`src/common/gspc_pkg.sv`:
```
// Package: constants and carriers of the gate safety power controller
package gspc_pkg;

  // Clock and timing figures
  localparam int unsigned CLK_HZ    = 10_000_000;
  localparam int unsigned STBY_S    = 5;
  localparam int unsigned MENU_S    = 30;
  localparam int unsigned NUDGE_S   = 3;
  localparam int unsigned PAUSE_S   = 10;
  localparam int unsigned TEST_MS   = 20;
  localparam int unsigned STBY_CYC  = STBY_S * CLK_HZ;
  localparam int unsigned MENU_CYC  = MENU_S * CLK_HZ;
  localparam int unsigned NUDGE_CYC = NUDGE_S * CLK_HZ;
  localparam int unsigned PAUSE_CYC = PAUSE_S * CLK_HZ;
  localparam int unsigned TEST_CYC  = TEST_MS * (CLK_HZ / 1000);

  // Resistive edge, codes in steps of 100 ohm
  localparam logic [7:0] EDGE_NOM   = 8'h52;
  localparam logic [7:0] EDGE_TOL   = 8'h0a;
  // Allowed current rise before an obstacle is flagged
  localparam logic [7:0] OBST_MARGIN = 8'h20;

  localparam int unsigned NPIN = 9;

  typedef struct packed {
    logic saving_en;
    logic auto_close_en;
    logic ext_beam_en;
    logic int_beam_en;
    logic fixed_en;
    logic mobile_en;
    logic stop_en;
    logic stop_reverse;
    logic edge_test_setting;
    logic fixed_resistive;
    logic mobile_resistive;
  } gspc_cfg_t;

  // All pins high when idle and safe, except limits and starts
  typedef struct packed {
    logic beam_sensor_input;
    logic int_beam_sensor_input;
    logic fixed_edge_input;
    logic mobile_edge_input;
    logic stop_ok;
    logic open_limit;
    logic close_limit;
    logic start_req;
    logic ped_start_req;
  } gspc_pins_t;

  typedef enum logic [3:0] {
    ST_CLOSED,
    ST_TEST_OFF,
    ST_TEST_ON,
    ST_OPEN,
    ST_CLOSE,
    ST_HALT,
    ST_NUDGE,
    ST_OPENED,
    ST_STOPPED
  } gspc_state_t;

endpackage : gspc_pkg

```
`src/rtl/gspc_sync.sv`:
```
// Two-stage synchroniser for a group of pin inputs
`timescale 1ns/100ps
`default_nettype none
module gspc_sync #(
  parameter int unsigned W = 1
) (
  input  wire logic         clk_sys, // System clock
  input  wire logic         nrst,    // Async reset, active low
  input  wire logic [W-1:0] d_in,    // Raw pin levels
  output logic      [W-1:0] q_out    // Synchronised levels
);
  logic [W-1:0] s1_reg;
  logic [W-1:0] s2_reg;

  genvar i;
  generate
    for (i = 0; i < W; i++)
    begin : g_bit
      always_ff @(posedge clk_sys or negedge nrst)
      begin
        if (!nrst)
        begin
          s1_reg[i] <= 1'b0;
          s2_reg[i] <= 1'b0;
        end
        else
        begin
          s1_reg[i] <= d_in[i];
          s2_reg[i] <= s1_reg[i];
        end
      end
    end
  endgenerate

  assign q_out = s2_reg;
endmodule : gspc_sync
`default_nettype wire

```
`src/rtl/gspc_top.sv`:
```
// Gate safety sequencing, edge handling and energy-saving standby
`timescale 1ns/100ps
`default_nettype none
module gspc_top #(
  parameter int unsigned STBY_CYC  = gspc_pkg::STBY_CYC,
  parameter int unsigned MENU_CYC  = gspc_pkg::MENU_CYC,
  parameter int unsigned NUDGE_CYC = gspc_pkg::NUDGE_CYC,
  parameter int unsigned PAUSE_CYC = gspc_pkg::PAUSE_CYC,
  parameter int unsigned TEST_CYC  = gspc_pkg::TEST_CYC
) (
  input  wire logic               clk_sys,         // 10 MHz clock
  input  wire logic               nrst,            // Async reset
  input  wire gspc_pkg::gspc_cfg_t cfg,            // Settings
  input  wire gspc_pkg::gspc_pins_t pins,          // Raw pins
  input  wire logic [7:0]         motor_current,   // Current code
  input  wire logic [7:0]         fixed_edge_ohm,  // Fixed edge R
  input  wire logic [7:0]         mobile_edge_ohm, // Mobile edge R
  input  wire logic               menu_active,     // Menu open
  output logic                    motor_open,      // Drive opening
  output logic                    motor_close,     // Drive closing
  output logic                    test_supply,     // Tx test supply
  output logic                    accessory_power, // Accessories
  output logic                    display_power,   // Display
  output logic                    flasher_power,   // Flasher
  output logic                    standby,         // Saving mode
  output logic                    fault,           // Test failed
  output logic                    learned          // Travel known
);

  gspc_pkg::gspc_pins_t p;
  logic [gspc_pkg::NPIN-1:0] p_vec;

  gspc_sync #(
    .W (gspc_pkg::NPIN)
  ) u_sync (
    .clk_sys (clk_sys),
    .nrst    (nrst),
    .d_in    (pins),
    .q_out   (p_vec)
  );
  assign p = gspc_pkg::gspc_pins_t'(p_vec);

  gspc_pkg::gspc_state_t st_reg;
  gspc_pkg::gspc_state_t st_next;
  logic [31:0] tmr_reg;
  logic [31:0] tmr_next;
  logic [31:0] pos_reg;
  logic [31:0] travel_reg;
  logic [31:0] sb_tmr_reg;
  logic [7:0]  base_reg;
  logic        learned_reg;
  logic        from_closed_reg;
  logic        ped_reg;
  logic        ped_next;
  logic        last_open_reg;
  logic        last_open_next;
  logic        estop_reg;
  logic        estop_next;
  logic        nopen_reg;
  logic        nopen_next;
  logic        fault_reg;
  logic        fault_next;
  logic        sb_reg;
  logic        sb_next;
  logic        sb_arm_reg;
  logic        menu_prev_reg;
  logic        start_prev_reg;
  logic        ped_prev_reg;
  logic        mopen_reg;
  logic        mclose_reg;
  logic        test_reg;
  logic        pwr_reg;

  logic       active;
  logic       start_p;
  logic       ped_p;
  logic       cmd;
  logic       fixed_bad;
  logic       mobile_bad;
  logic       ext_trip;
  logic       int_trip;
  logic       fixed_trip;
  logic       mobile_trip;
  logic       stop_trip;
  logic       obst_trip;
  logic       off_ok;
  logic       on_ok;
  logic       tmo;
  logic       ped_done;
  logic       go_open;
  logic       evt_open;
  logic       evt_cycle;
  logic       moving;
  logic [8:0] cur_lim;

  function automatic logic out_of_window(input logic [7:0] code);
    out_of_window = (code < gspc_pkg::EDGE_NOM - gspc_pkg::EDGE_TOL) ||
                    (code > gspc_pkg::EDGE_NOM + gspc_pkg::EDGE_TOL);
  endfunction : out_of_window

  assign active  = !sb_reg;
  assign start_p = p.start_req && !start_prev_reg;
  assign ped_p   = p.ped_start_req && !ped_prev_reg;
  assign cmd     = start_p || ped_p;
  assign tmo     = (tmr_reg == 32'h0);
  assign moving  = mopen_reg || mclose_reg;

  // Edge sensing, contact or resistive
  assign fixed_bad  = cfg.fixed_resistive ?
                      out_of_window(fixed_edge_ohm) :
                      !p.fixed_edge_input;
  assign mobile_bad = cfg.mobile_resistive ?
                      out_of_window(mobile_edge_ohm) :
                      !p.mobile_edge_input;

  assign ext_trip    = cfg.ext_beam_en && !p.beam_sensor_input
                       && active;
  assign int_trip    = cfg.int_beam_en && !p.int_beam_sensor_input
                       && active;
  assign fixed_trip  = cfg.fixed_en && fixed_bad && active;
  assign mobile_trip = cfg.mobile_en && mobile_bad && active;
  assign stop_trip   = cfg.stop_en && !p.stop_ok;

  // Obstacle: current above tracked baseline plus margin
  assign cur_lim   = {1'b0, base_reg} + {1'b0, gspc_pkg::OBST_MARGIN};
  assign obst_trip = moving && ({1'b0, motor_current} > cur_lim);

  // With test supply off, enabled beams, and enabled edges when edge_test_setting is set, must read tripped
  assign off_ok = (!cfg.ext_beam_en || !p.beam_sensor_input) &&
                  (!cfg.int_beam_en || !p.int_beam_sensor_input) &&
                  (!cfg.edge_test_setting ||
                   ((!cfg.fixed_en || fixed_bad) &&
                    (!cfg.mobile_en || mobile_bad)));
  assign on_ok  = !ext_trip && !int_trip &&
                  (!cfg.edge_test_setting ||
                   (!fixed_trip && !mobile_trip));

  assign ped_done = ped_reg && learned_reg &&
                    (pos_reg >= {1'b0, travel_reg[31:1]});

  // Direction of a start from a stopped gate
  always_comb
  begin
    if (estop_reg)
      go_open = (cfg.stop_en && cfg.stop_reverse) ?
                !last_open_reg : last_open_reg;
    else
      go_open = !last_open_reg;
  end

  always_comb
  begin
    st_next        = st_reg;
    tmr_next       = tmo ? tmr_reg : tmr_reg - 32'h1;
    ped_next       = ped_reg;
    last_open_next = last_open_reg;
    estop_next     = estop_reg;
    nopen_next     = nopen_reg;
    fault_next     = fault_reg;
    evt_open       = 1'b0;
    evt_cycle      = 1'b0;
    case (st_reg)
      gspc_pkg::ST_CLOSED:
        if (cmd)
        begin
          ped_next = ped_p;
          st_next  = gspc_pkg::ST_TEST_OFF;
          tmr_next = 32'(TEST_CYC - 1);
        end
      gspc_pkg::ST_TEST_OFF:
        if (tmo)
        begin
          if (off_ok)
          begin
            st_next  = gspc_pkg::ST_TEST_ON;
            tmr_next = 32'(TEST_CYC - 1);
          end
          else
          begin
            st_next    = gspc_pkg::ST_STOPPED;
            fault_next = 1'b1;
          end
        end
      gspc_pkg::ST_TEST_ON:
        if (tmo)
        begin
          if (on_ok)
          begin
            st_next        = gspc_pkg::ST_OPEN;
            fault_next     = 1'b0;
            estop_next     = 1'b0;
            last_open_next = 1'b1;
          end
          else
          begin
            st_next    = gspc_pkg::ST_STOPPED;
            fault_next = 1'b1;
          end
        end
      gspc_pkg::ST_OPEN:
        if (stop_trip || obst_trip)
          st_next = gspc_pkg::ST_STOPPED;
        else if (int_trip)
          st_next = gspc_pkg::ST_HALT;
        else if (mobile_trip)
        begin
          st_next    = gspc_pkg::ST_STOPPED;
          estop_next = 1'b1;
        end
        else if (fixed_trip)
        begin
          st_next    = gspc_pkg::ST_NUDGE;
          nopen_next = 1'b0;
          estop_next = 1'b1;
          tmr_next   = 32'(NUDGE_CYC - 1);
        end
        else if (p.open_limit || ped_done)
        begin
          st_next  = gspc_pkg::ST_OPENED;
          evt_open = 1'b1;
          tmr_next = 32'(PAUSE_CYC - 1);
        end
      gspc_pkg::ST_CLOSE:
        if (stop_trip || obst_trip)
          st_next = gspc_pkg::ST_STOPPED;
        else if (int_trip)
          st_next = gspc_pkg::ST_HALT;
        else if (ext_trip)
        begin
          st_next        = gspc_pkg::ST_OPEN;
          last_open_next = 1'b1;
        end
        else if (fixed_trip)
        begin
          st_next    = gspc_pkg::ST_STOPPED;
          estop_next = 1'b1;
        end
        else if (mobile_trip)
        begin
          st_next    = gspc_pkg::ST_NUDGE;
          nopen_next = 1'b1;
          estop_next = 1'b1;
          tmr_next   = 32'(NUDGE_CYC - 1);
        end
        else if (p.close_limit)
        begin
          st_next   = gspc_pkg::ST_CLOSED;
          evt_cycle = 1'b1;
        end
      gspc_pkg::ST_HALT:
        if (stop_trip)
          st_next = gspc_pkg::ST_STOPPED;
        else if (!int_trip)
        begin
          st_next        = gspc_pkg::ST_OPEN;
          ped_next       = 1'b0;
          last_open_next = 1'b1;
        end
      gspc_pkg::ST_NUDGE:
        if (tmo || stop_trip ||
            (nopen_reg ? p.open_limit : p.close_limit))
          st_next = gspc_pkg::ST_STOPPED;
      gspc_pkg::ST_OPENED:
        if (stop_trip)
          st_next = gspc_pkg::ST_STOPPED;
        else if (cmd || (cfg.auto_close_en && tmo))
        begin
          st_next        = gspc_pkg::ST_CLOSE;
          last_open_next = 1'b0;
        end
      gspc_pkg::ST_STOPPED:
        if (cmd && !stop_trip)
        begin
          if (go_open)
          begin
            ped_next = ped_p;
            st_next  = gspc_pkg::ST_TEST_OFF;
            tmr_next = 32'(TEST_CYC - 1);
          end
          else
          begin
            st_next        = gspc_pkg::ST_CLOSE;
            estop_next     = 1'b0;
            last_open_next = 1'b0;
          end
        end
      default:
        st_next = gspc_pkg::ST_STOPPED;
    endcase
  end

  // Sequencer state
  always_ff @(posedge clk_sys or negedge nrst)
  begin
    if (!nrst)
    begin
      st_reg        <= gspc_pkg::ST_STOPPED;
      tmr_reg       <= 32'h0;
      ped_reg       <= 1'b0;
      last_open_reg <= 1'b0;
      estop_reg     <= 1'b0;
      nopen_reg     <= 1'b0;
      fault_reg     <= 1'b0;
    end
    else
    begin
      st_reg        <= st_next;
      tmr_reg       <= tmr_next;
      ped_reg       <= ped_next;
      last_open_reg <= last_open_next;
      estop_reg     <= estop_next;
      nopen_reg     <= nopen_next;
      fault_reg     <= fault_next;
    end
  end

  // Motor drive and test supply
  always_ff @(posedge clk_sys or negedge nrst)
  begin
    if (!nrst)
    begin
      mopen_reg  <= 1'b0;
      mclose_reg <= 1'b0;
      test_reg   <= 1'b0;
    end
    else
    begin
      mopen_reg  <= (st_next == gspc_pkg::ST_OPEN) ||
                    ((st_next == gspc_pkg::ST_NUDGE) && nopen_next);
      mclose_reg <= (st_next == gspc_pkg::ST_CLOSE) ||
                    ((st_next == gspc_pkg::ST_NUDGE) && !nopen_next);
      test_reg   <= (st_next != gspc_pkg::ST_TEST_OFF) && !sb_next;
    end
  end

  // Position tracking and travel learning
  always_ff @(posedge clk_sys or negedge nrst)
  begin
    if (!nrst)
    begin
      pos_reg         <= 32'h0;
      travel_reg      <= 32'h0;
      learned_reg     <= 1'b0;
      from_closed_reg <= 1'b0;
    end
    else
    begin
      if (p.close_limit)
        pos_reg <= 32'h0;
      else if (mopen_reg && pos_reg != 32'hffffffff)
        pos_reg <= pos_reg + 32'h1;
      else if (mclose_reg && pos_reg != 32'h0)
        pos_reg <= pos_reg - 32'h1;
      if (st_reg == gspc_pkg::ST_CLOSED)
        from_closed_reg <= 1'b1;
      else if (st_next == gspc_pkg::ST_STOPPED ||
               st_next == gspc_pkg::ST_HALT ||
               st_next == gspc_pkg::ST_NUDGE)
        from_closed_reg <= 1'b0;
      if (evt_open && p.open_limit && from_closed_reg && !ped_reg)
      begin
        travel_reg  <= pos_reg;
        learned_reg <= 1'b1;
      end
    end
  end

  // Obstacle baseline follows the current every cycle, held while an obstacle trips
  always_ff @(posedge clk_sys or negedge nrst)
  begin
    if (!nrst)
      base_reg <= 8'h0;
    else if (!moving || !obst_trip)
      base_reg <= motor_current;
  end

  // Command edge detection
  always_ff @(posedge clk_sys or negedge nrst)
  begin
    if (!nrst)
    begin
      start_prev_reg <= 1'b0;
      ped_prev_reg   <= 1'b0;
      menu_prev_reg  <= 1'b0;
    end
    else
    begin
      start_prev_reg <= p.start_req;
      ped_prev_reg   <= p.ped_start_req;
      menu_prev_reg  <= menu_active;
    end
  end

  // Standby request
  always_comb
  begin
    if (cmd || menu_active || !cfg.saving_en)
      sb_next = 1'b0;
    else if (sb_arm_reg && sb_tmr_reg == 32'h0)
      sb_next = 1'b1;
    else
      sb_next = sb_reg;
  end

  // Standby timer
  always_ff @(posedge clk_sys or negedge nrst)
  begin
    if (!nrst)
    begin
      sb_reg     <= 1'b0;
      sb_arm_reg <= 1'b0;
      sb_tmr_reg <= 32'h0;
      pwr_reg    <= 1'b1;
    end
    else
    begin
      sb_reg  <= sb_next;
      pwr_reg <= !sb_next;
      if (cmd || menu_active || !cfg.saving_en)
        sb_arm_reg <= 1'b0;
      else if (evt_cycle ||
               (evt_open && !cfg.auto_close_en))
      begin
        sb_arm_reg <= 1'b1;
        sb_tmr_reg <= 32'(STBY_CYC - 1);
      end
      else if (menu_prev_reg && !menu_active)
      begin
        sb_arm_reg <= 1'b1;
        sb_tmr_reg <= 32'(MENU_CYC - 1);
      end
      else if (sb_arm_reg)
      begin
        if (sb_tmr_reg == 32'h0)
          sb_arm_reg <= 1'b0;
        else
          sb_tmr_reg <= sb_tmr_reg - 32'h1;
      end
    end
  end

  assign motor_open      = mopen_reg;
  assign motor_close     = mclose_reg;
  assign test_supply     = test_reg;
  assign accessory_power = pwr_reg;
  assign display_power   = pwr_reg;
  assign flasher_power   = pwr_reg;
  assign standby         = sb_reg;
  assign fault           = fault_reg;
  assign learned         = learned_reg;

endmodule : gspc_top
`default_nettype wire

```
`config.mk`:
```
export PLATFORM = sky130hd
export DESIGN_NAME = gspc_top
export DESIGN_NICKNAME = d
export VERILOG_FILES = /design/src/common/gspc_pkg.sv /design/src/rtl/gspc_sync.sv /design/src/rtl/gspc_top.sv
export SDC_FILE = /design/constraint.sdc
export NUM_CORES = 1
export LEC_CHECK = 0
export BUFFER_PORTS_ARGS = -buffer_cell sky130_fd_sc_hd__clkbuf_2
export CELL_PAD_IN_SITES_DETAIL_PLACEMENT = 0
export CELL_PAD_IN_SITES_GLOBAL_PLACEMENT = 1
export CORE_MARGIN = 10
export CORE_UTILIZATION = 35
export DETAILED_ROUTE_END_ITERATION = 16
export GPL_ROUTABILITY_DRIVEN = 0
export PLACE_DENSITY = 0.63
export SYNTH_ARGS = -nofsm -noshare
export SYNTH_HDL_FRONTEND = slang
export SYNTH_HIERARCHICAL = 1
export SYNTH_SLANG_ARGS = --single-unit
```
`constraint.sdc`:
```
create_clock -name clk_sys -period 3.8 [get_ports clk_sys]
set_input_delay 0.76 -clock clk_sys [delete_from_list [all_inputs] [get_ports clk_sys]]
set_output_delay 0.76 -clock clk_sys [all_outputs]
set_load 0.1 [all_outputs]
```
==> results_dict.tcl, run 1 <==
set metrics [dict create \
    run_status "finished, final reports clean" \
    mappedNetlistNets 1251 \
    cts-buffers-inserted 17 \
    ys_warn_count 6 \
    port_buffers 55 \
    synth_ff_type "dfrtp_1" \
    drive_above_1_share_pct 25.7 \
    post_cts_clock_slew_at_the_launch_and_capture_registers_of_the_worst_setup_and_hold_paths_ns 0.08 \
    use_met1_pct 21.2 \
    antenna_found_initial 0 \
    die_height_um 195 \
    yosys_register_bits 173 \
    syn-instance-count 1131 \
    clock_sinks 173 \
    synth_top_family_by_area "compound AO/OA/AOI/OAI gates" \
    setup-tns-final_ns 0 \
    wire_length_of_the_first_global_routing_pass_um 47900 \
    synth.lib_cells_used.distinct 79 \
    vias_per_cell 5.34 \
    tritoncts "built" \
    dr_total_vias 9187 \
    detailedPlace.worstSlack_ns -0.320 \
    yosys.area_share.xor_xnor_pct 5.39 \
    final-hold-violation-count 0 \
    design.final.nets 1433 \
    grt_pass1_vias 9118 \
    ant_nets 0 \
    busiest_layer "met2" \
    antennaDiodeCount 0 \
    grt_setup_unrepaired "yes" \
    final_critical_path_setup_slack_ns 0.0132 \
    regToRegStartpoint "pos_reg[23]$_DFFE_PN0P_" \
    core_region_area_um2 30400 \
    post_synth_and_or_nand_nor_area_fraction_pct 17.6 \
    finalHoldWorstSlack_ns 0.335 \
    die_footprint_um2 38100 \
    grt.met3_usage_pct 2.24 \
    synth_to_final_area_change_pct 26.6 \
    setup-violations-final 0 \
    max-vdd-ir-drop_mv 0.339 \
    part_of_the_yosys_area_used_for_sequential_elements_pct 40.4 \
    timing.critical_path.arrival_ns 4.12 \
    maxCapViolCount 0 \
    muxShareOfSynthArea_pct 4.92 \
    fp.dieW_um 195 \
    grt_max_degree 79 \
    detail_route.wl_per_cell_um 17.1 \
    ioPinCount 56 \
    rr_worst_depth 13 \
    synthesis.area_um2 10700 \
    crit_path_max_fanout 6 \
    drt_wl_total_um 29400 \
    final.period_utilization_pct 99.7 \
    slew_headroom_pct 38.3 \
    critPathKind "reg -> reg" \
    finClkSkew_ns 0.0125 \
    dp_hpwl_um 21400 \
    grt.met2_usage_pct 23.9 \
    remaining_global_route_overflow 0 \
    clock_latency_ns 0.45 \
    post-route-min-period_ns 3.79 \
    cts_root_buffer "clkbuf_16" \
    drt_first_iter_violations 618 \
    synth-compound-area-share_pct 19.2 \
    power.leakage_nw 6.13 \
    timing.critical_path.required_ns 4.13 \
    tightest_slew_ns 0.924 \
    synth-edff-count 0 \
    upper_clock_frequency_limit_ghz 0.264 \
    clock_path_buffers 2 \
    gr-usage-all-layers_pct 15.1 \
    critical_path_capture_point_type "register" \
    mean_cell_area_of_the_mapped_netlist_um2 9.48 \
    h-tree-depth 4 \
    worstHoldPathType "in -> async" \
    fill_cells 2952 \
    route.detailed.drc 0 \
    synth-async-reset-ratio_pct 100 \
    cellPowerDensity_nw_per_um2 691 \
    starting_density_pct 35.3 \
    drt_pre_antenna_iters 6 \
    synth_fa_ha_area_share_pct 8.59 \
    rr_endpoint "travel_reg[9]$_DFFE_PN0P_" \
    final-max-slew-violation-count 0 \
    reg2reg_slack_ns 0.01 \
    std_cell_rows 64 \
    critPathLaunchType "register" \
]
-- layer usage --
| layer | wire [µm] | part of all wire (%) | up-vias |
|---|---|---|---|
| met5 | 0 | 0 | - |
| met4 | 323 | 1.1 | 0 |
| met3 | 909 | 3.1 | 18 |
| met2 | 13600 | 46 | 142 |
| met1 | 14600 | 50 | 4488 |
| li1 | - | - | 4539 |
-- Yosys cell counts, types with 14 or more instances --
cell type	count	area (µm²)
dfrtp_1	171	4280
nor2_1	86	323
nand2_1	84	315
ha_1	72	901
a21oi_1	71	355
o21ai_0	62	310
inv_1	60	225
xnor2_1	36	315
a21o_1	32	240
xor2_1	30	263
clkbuf_1	28	105
mux2_4	27	405
nor3_1	27	135
o31ai_1	24	180
nor4_1	23	144
a31oi_1	19	119
nand3_1	19	95.1
or3_1	19	119
nand4_1	18	113
a22o_1	14	123
and3_1	14	87.6
-- cells by family (layout without fill, tap and decap cells) --
group	after synthesis	after routing
mux	38	38
flops	173	173
compound gates	313	313
buf+inv	102	296
fa+ha+maj	73	73
xor+xnor	66	66
simple gates	366	367
-- power breakdown --
part | switching, W | internal, W
clock | 0.000870 | 0.000888
combinational | 0.00259 | 0.00261
sequential | 0.000263 | 0.00216
total | 0.00372 | 0.00566
-- cell usage in the layout, fill, tap and decap left out, types with 5 or more instances in the layout --
master and count:
nand2b_1 12, clkbuf_2 54, inv_1 60, mux2_2 7
o21ai_0 54, o21ai_1 14, clkbuf_16 20, a21oi_1 63
buf_4 136, nand3b_1 5, a211oi_2 5, and3_1 13
nand3_1 19, or3_1 16, and4_1 5, xor2_1 30
a31oi_1 16, a21oi_2 8, a22o_1 14, o21ai_2 5
o211ai_1 10, a211oi_1 7, nand2_1 82, or4_1 12
a21o_1 32, mux2_4 29, and2_1 8, o21bai_1 7
o31ai_1 23, or2_1 5, nor4_1 22, ha_1 60
nor2b_1 9, ha_4 12, xnor2_1 36, dfrtp_1 168
nand4_1 18, nor2_1 82, nor3_1 25
-- metrics by stage --
step | util, % | area [µm²] | std cells | power [W]
finish | 44.6 | 13600 | 1722 | 0.00938
global route | 44.6 | 13600 | 1722 | 0.0101
CTS | 42.9 | 13100 | 1709 | 0.00886
detailed placement | 40.6 | 12400 | 1674 | 0.00697
global placement | 40.6 | 12400 | 1674 | 0.00697
floorplan | - | 10700 | 1131 | 0.00522
-- layout make-up --
cell class / instances / area [µm²] / share of cell area (%)
well taps: 396 / 495 / 3.65
clock buffers: 17 / 425 / 3.13
repair buffers: 203 / 1540 / 11.3
clock inverters: 15 / 169 / 1.24
inverters: 61 / 230 / 1.70
multi-input cells: 857 / 6390 / 47.0
flip-flops and latches: 173 / 4340 / 31.9
-- critical path, stage by stage, from the launching register on --
cell and delay (ns):
dfrtp_1 0.40, buf_4 0.14, buf_6 0.11, ha_4 0.25
nand4_1 0.09, or2_1 0.26, or4_4 0.44, or3_4 0.35
o32ai_4 0.26, nor2_2 0.06, or3_4 0.33, or3_4 0.49
clkbuf_16 0.20, mux2_4 0.29
-- how the worst max path moves through the flow --
stage / endpoint / cells past startpoint / slack (ns) / startpoint
floorplan: travel_reg[10]$_DFFE_PN0P_ / 11 / 0.008 / learned$_DFFE_PN0P_
global placement: pos_reg[31]$_DFFE_PN0P_ / 17 / -0.33 / pos_reg[22]$_DFFE_PN0P_
detailed placement: pos_reg[31]$_DFFE_PN0P_ / 17 / -0.32 / pos_reg[27]$_DFFE_PN0P_
CTS: pos_reg[20]$_DFFE_PN0P_ / 16 / -0.007 / pos_reg[27]$_DFFE_PN0P_
global route: pos_reg[31]$_DFFE_PN0P_ / 17 / -0.14 / pos_reg[23]$_DFFE_PN0P_
finish: travel_reg[9]$_DFFE_PN0P_ / 13 / 0.01 / pos_reg[23]$_DFFE_PN0P_
-- repair_timing --
item	in CTS	in global routing
setup endpoints to repair	47	82
hold buffers	0	0
buffers inserted	2	9
gates cloned	1	4
resized for setup	14	68
pin swaps	10	43
Power figures use the tool's default switching activity.
==> run 2, diff against run 1 <==
--- a/config.mk
+++ b/config.mk
@@ -8,11 +8,13 @@
 export BUFFER_PORTS_ARGS = -buffer_cell sky130_fd_sc_hd__clkbuf_2
 export CELL_PAD_IN_SITES_DETAIL_PLACEMENT = 0
 export CELL_PAD_IN_SITES_GLOBAL_PLACEMENT = 1
+export CORE_ASPECT_RATIO = 0.75
 export CORE_MARGIN = 10
 export CORE_UTILIZATION = 35
 export DETAILED_ROUTE_END_ITERATION = 16
 export GPL_ROUTABILITY_DRIVEN = 0
 export PLACE_DENSITY = 0.63
+export SLEW_MARGIN = 20
 export SYNTH_ARGS = -nofsm -noshare
 export SYNTH_HDL_FRONTEND = slang
 export SYNTH_HIERARCHICAL = 1
==> results_dict.tcl, run 2 (synthesis gave the netlist of run 1 again) <==
set metrics [dict create \
    run_status "finished, final reports clean" \
    ant_nets 0 \
    timing.critical_path.required_ns 4.13 \
    grt_max_degree 87 \
    detail_route.wl_per_cell_um 17.3 \
    setup-violations-final 0 \
    starting_density_pct 35.5 \
    clock_sinks 173 \
    wire_length_of_the_first_global_routing_pass_um 48000 \
    synth_to_final_area_change_pct 26.4 \
    cts_root_buffer "clkbuf_16" \
    cts-buffers-inserted 17 \
    clock_latency_ns 0.46 \
    postPlaceCellArea_um2 12300 \
    upper_clock_frequency_limit_ghz 0.265 \
    power.leakage_nw 6.10 \
    max-vdd-ir-drop_mv 0.276 \
    clock_path_buffers 2 \
    post-route-min-period_ns 3.77 \
    cellPowerDensity_nw_per_um2 703 \
    drive_above_1_share_pct 24.3 \
    leading_cell_types_in_the_layout_fill_and_taps_excluded "170 x dfrtp_1, 129 x buf_4, 84 x nor2_1" \
    final-max-slew-violation-count 0 \
    core_region_area_um2 30200 \
    maxCapViolCount 0 \
    slew_headroom_pct 40.1 \
    design.final.nets 1426 \
    ioPinCount 56 \
    drt_pre_antenna_iters 4 \
    die_footprint_um2 38100 \
    critPathLaunchType "register" \
    std_cell_rows 55 \
    tightest_slew_ns 0.898 \
    detailedPlace.worstSlack_ns -0.380 \
    finalNonFillerCells 1718 \
    antenna_found_initial 0 \
    crit_path_max_fanout 7 \
    grt_setup_unrepaired "yes" \
    dpl.cell_count 1671 \
    die_height_um 172 \
    finClkSkew_ns 0.0171 \
    most_common_cell_after_layout_fill_and_taps_aside "dfrtp_1" \
    final_critical_path_setup_slack_ns 0.0328 \
    final-hold-violation-count 0 \
    final.period_utilization_pct 99.1 \
    fp.dieW_um 222 \
    drt_wl_total_um 29700 \
    critical_path_capture_point_type "register" \
    timing.critical_path.arrival_ns 4.10 \
    grt_pass1_vias 8852 \
    tritoncts "built" \
    route.detailed.drc 0 \
    antennaDiodeCount 0 \
    layout.cell_area.non_filler_um2 13600 \
    h-tree-depth 4 \
    vias_per_cell 5.27 \
    worstHoldPathType "in -> async" \
    dr_total_vias 9050 \
    critPathKind "reg -> reg" \
    setup-tns-final_ns 0 \
    remaining_global_route_overflow 0 \
    post_cts_clock_slew_at_the_launch_and_capture_registers_of_the_worst_setup_and_hold_paths_ns 0.06 \
    drt_first_iter_violations 714 \
    gr-usage-all-layers_pct 15.5 \
    dp_hpwl_um 21700 \
    port_buffers 55 \
]
-- run 2: per-stage QoR --
stage | util [%] | hold slack (ns) | total power (W)
floorplan | - | 0.331 | 0.00522
global placement | 40.9 | 0.333 | 0.00704
detailed placement | 40.9 | 0.335 | 0.00703
CTS | 43.4 | 0.351 | 0.00922
global route | 44.9 | 0.366 | 0.0103
finish | 44.9 | 0.341 | 0.00954
-- run 2: report_power, final --
group	leakage, nW	internal, W	switching, W
Sequential	2.18	0.00216	0.000238
Clock	0.326	0.00125	0.000782
Combinational	3.59	0.00254	0.00256
Total	6.10	0.00596	0.00358
-- run 2: area by class of cell --
type	instances	area [µm²]
clock inverter	14	240
fill	2864	16700
multi-input combinational	857	6340
clock buffer	18	439
inverter	61	236
tap	399	499
timing repair buffer	196	1470
sequential	173	4330
-- run 2: what timing repair did --
item                                   CTS  global route
gates resized for setup                 14            51
endpoints found under the hold margin    0             0
hold buffers                             0             0
gates cloned                             1             4
setup buffers                            0            10
setup endpoints to repair               40            59
pin swaps                                8            25
-- run 2: worst paths after layout --
kind                                                  from                   endpoint  slack [ns]  depth (start not counted)
worst min-delay path                                  nrst    base_reg[3]$_DFFE_PN0P_        0.34                          1
worst min register to register  u_sync/s1_reg[8]$_DFF_PN0_  u_sync/q_out[8]$_DFF_PN0_        0.35                          0
min in group clk_sys            u_sync/s1_reg[8]$_DFF_PN0_  u_sync/q_out[8]$_DFF_PN0_        0.35                          0
max in group asynchronous                             nrst  accessory_power$_DFF_PN1_        2.70                          2
worst max register to register     pos_reg[25]$_DFFE_PN0P_  travel_reg[4]$_DFFE_PN0P_        0.03                         12
worst max-delay path               pos_reg[25]$_DFFE_PN0P_  travel_reg[4]$_DFFE_PN0P_        0.03                         12
-- run 2: critical path, cell delays in order (launching register included) --
cell     delay (ns)
dfrtp_1        0.39
buf_4          0.15
ha_4           0.25
nand4_1        0.10
or2_1          0.26
or4_4          0.51
or3_4          0.35
o32ai_4        0.23
nor2_2         0.06
or3_4          0.37
or3_4          0.48
buf_12         0.18
mux2_1         0.31
-- run 2: layer usage --
metal,GRT usage [%],routed length [µm]
met1,23.1,16100
met2,21.9,12100
met3,3.02,1100
met4,4.49,371
met5,0,0
==> run 3, diff against run 2 <==
--- a/config.mk
+++ b/config.mk
@@ -13,7 +13,7 @@
 export CORE_UTILIZATION = 35
 export DETAILED_ROUTE_END_ITERATION = 16
 export GPL_ROUTABILITY_DRIVEN = 0
-export PLACE_DENSITY = 0.63
+export PLACE_DENSITY = 0.73
 export SLEW_MARGIN = 20
 export SYNTH_ARGS = -nofsm -noshare
 export SYNTH_HDL_FRONTEND = slang
==> constraint.sdc (replaced) <==
create_clock -name clk_sys -period 4.4 [get_ports clk_sys]
set_input_delay 0.88 -clock clk_sys [delete_from_list [all_inputs] [get_ports clk_sys]]
set_output_delay 0.88 -clock clk_sys [all_outputs]
set_load 0.1 [all_outputs]
==> results_dict.tcl, run 3 (synthesis gave the netlist of run 1 again) <==
set metrics [dict create \
    run_status "finished, final reports clean" \
    remaining_global_route_overflow 0 \
    upper_clock_frequency_limit_ghz 0.246 \
    clock_power_share_pct 22.7 \
    gr-usage-all-layers_pct 14.7 \
    ioPinCount 56 \
    sequentialPowerShare_pct 30.1 \
    antenna_found_initial 0 \
    post_cts_buffers 0 \
    tightest_slew_ns 0.998 \
    timing.critical_path.required_ns 4.73 \
    vias_per_cell 5.40 \
    fp.dieW_um 222 \
    drt_pre_antenna_iters 6 \
    detail_route.wl_per_cell_um 17.3 \
    max-vdd-ir-drop_mv 0.272 \
    worstPathCellList "ha_1 > nand4_1 > or2_1 > or4_4 > or3_1 > o32ai_2 > nor2_1 > or3_1 > or3_2 > buf_4 > mux2_1" \
    cts-resized-gates 0 \
    tritoncts "built" \
    max_stage_delay_ns 0.52 \
    most_common_cell_after_layout_fill_and_taps_aside "dfrtp_1" \
    post_cts_hold_buffers 0 \
    std_cell_rows 55 \
    die_height_um 172 \
    cts_root_buffer "clkbuf_16" \
    leading_cell_types_in_the_layout_fill_and_taps_excluded "170 x dfrtp_1, 86 x nor2_1, 83 x nand2_1" \
    grt_pass1_vias 8368 \
    path_delay_family "simple AND/OR/NAND/NOR gates" \
    port_buffers 55 \
    wire_length_of_the_first_global_routing_pass_um 45900 \
    pwr-share-comb_pct 47.1 \
    clock_path_buffers 2 \
    ant_nets 0 \
    switching_power_w 0.00284 \
    cellInternalPower_w 0.00429 \
    drt_first_iter_violations 666 \
    drive_above_1_share_pct 15.7 \
    starting_density_pct 35.5 \
    power.leakage_nw 5.56 \
    h-tree-depth 4 \
    timing.critical_path.arrival_ns 4.39 \
    crit_path_buf_inv_count 1 \
    final.period_utilization_pct 92.4 \
    grt_max_degree 88 \
    cts-buffers-inserted 17 \
    final_critical_path_setup_slack_ns 0.337 \
    detailedPlace.worstSlack_ns 0.152 \
    antennaDiodeCount 0 \
    dpl.cell_count 1596 \
    core_region_area_um2 30200 \
    setup-violations-final 0 \
    grt_setup_unrepaired "no" \
    critical_path_capture_point_type "register" \
    crit_top_cell "or3_1" \
    post_cts_clock_slew_at_the_launch_and_capture_registers_of_the_worst_setup_and_hold_paths_ns 0.07 \
    design.final.nets 1336 \
    dr_total_vias 8794 \
    final-max-slew-violation-count 0 \
    crit_path_max_fanout 33 \
    critPathLaunchType "register" \
    critPathKind "reg -> reg" \
    final-hold-violation-count 0 \
    synth_to_final_area_change_pct 15.2 \
    clock_sinks 173 \
    drt_wl_total_um 28100 \
    power.switching_fraction_pct 39.9 \
    setup-tns-final_ns 0 \
    critical_path.slowest_cell "or4_4" \
    finClkSkew_ns 0.0123 \
    cellPowerDensity_nw_per_um2 577 \
    maxCapViolCount 0 \
    route.detailed.drc 0 \
    slew_headroom_pct 33.5 \
    finalNonFillerCells 1628 \
    post-route-min-period_ns 4.06 \
    dp_hpwl_um 20700 \
    die_footprint_um2 38100 \
    worstHoldPathType "reg -> reg" \
    clock_latency_ns 0.45 \
]
-- run 3: cell types whose count changed in the layout (fill, tap and decap cells not counted), sizes merged --
cell,previous run,this run
clkinvlp,2,0
inv,62,73
clkinv,5,1
buf,138,52
clkbuf,76,72
nand2,85,84
bufinv,6,2
-- run 3: stage by stage --
stage               total power [W]  hold WS [ns]  util, %  instance area, µm²
floorplan                   0.00451         0.331        -               10700
global placement            0.00545         0.333     38.8               11700
detailed placement          0.00549         0.336     38.8               11700
CTS                         0.00715         0.353     40.8               12300
global route                0.00767         0.355     40.9               12400
finish                      0.00713         0.351     40.9               12400
-- run 3: layout make-up --
type | count | area (µm²)
tap | 399 | 499
inverter | 61 | 229
sequential | 173 | 4330
clock inverter | 15 | 189
timing repair buffer | 107 | 687
multi-input combinational | 856 | 6000
fill | 2983 | 17800
clock buffer | 17 | 425
-- run 3: layer usage --
metal  wire length (µm)  vias to the layer above  GRT usage (%)  part of all wire [%]
met5                  0                        -              0                     0
met2              11700                      203           20.9                    42
met1              14800                     4235           22.1                    53
met4                212                        0           3.51                  0.75
li1                   -                     4345              -                     -
met3               1400                       11           2.93                   5.0
-- run 3: worst paths after layout --
check / start / to / slack (ns) / depth (start not counted)
setup reg to reg: pos_reg[25]$_DFFE_PN0P_ / travel_reg[2]$_DFFE_PN0P_ / 0.34 / 11
max in group asynchronous: nrst / pos_reg[21]$_DFFE_PN0P_ / 2.96 / 2
min in group asynchronous: nrst / tmr_reg[11]$_DFF_PN0_ / 0.49 / 1
hold reg to reg: u_sync/s1_reg[5]$_DFF_PN0_ / u_sync/q_out[5]$_DFF_PN0_ / 0.35 / 0
hold / removal: u_sync/s1_reg[5]$_DFF_PN0_ / u_sync/q_out[5]$_DFF_PN0_ / 0.35 / 0
setup / recovery: pos_reg[25]$_DFFE_PN0P_ / travel_reg[2]$_DFFE_PN0P_ / 0.34 / 11
-- run 3: worst register-to-register path: cells and delay by family, from the launching register on --
kind | cells | cell delay [ns]
and+or+nand+nor | 7 | 2.21
DFF | 1 | 0.44
muxes | 1 | 0.39
adders and majority gates | 1 | 0.33
buffers and inverters | 1 | 0.33
AOI/OAI and AO/OA | 1 | 0.25
-- run 3: power groups by stage --
| stage | sequential (W) | combinational [W] | clock (W) |
|---|---|---|---|
| final | 0.00215 | 0.00336 | 0.00162 |
| after global routing | 0.00219 | 0.00375 | 0.00172 |
| after CTS | 0.00214 | 0.00334 | 0.00166 |
| after detailed placement | 0.00217 | 0.00332 | 0 |
| after global placement | 0.00217 | 0.00329 | 0 |
| after floorplan | 0.00219 | 0.00232 | 0 |
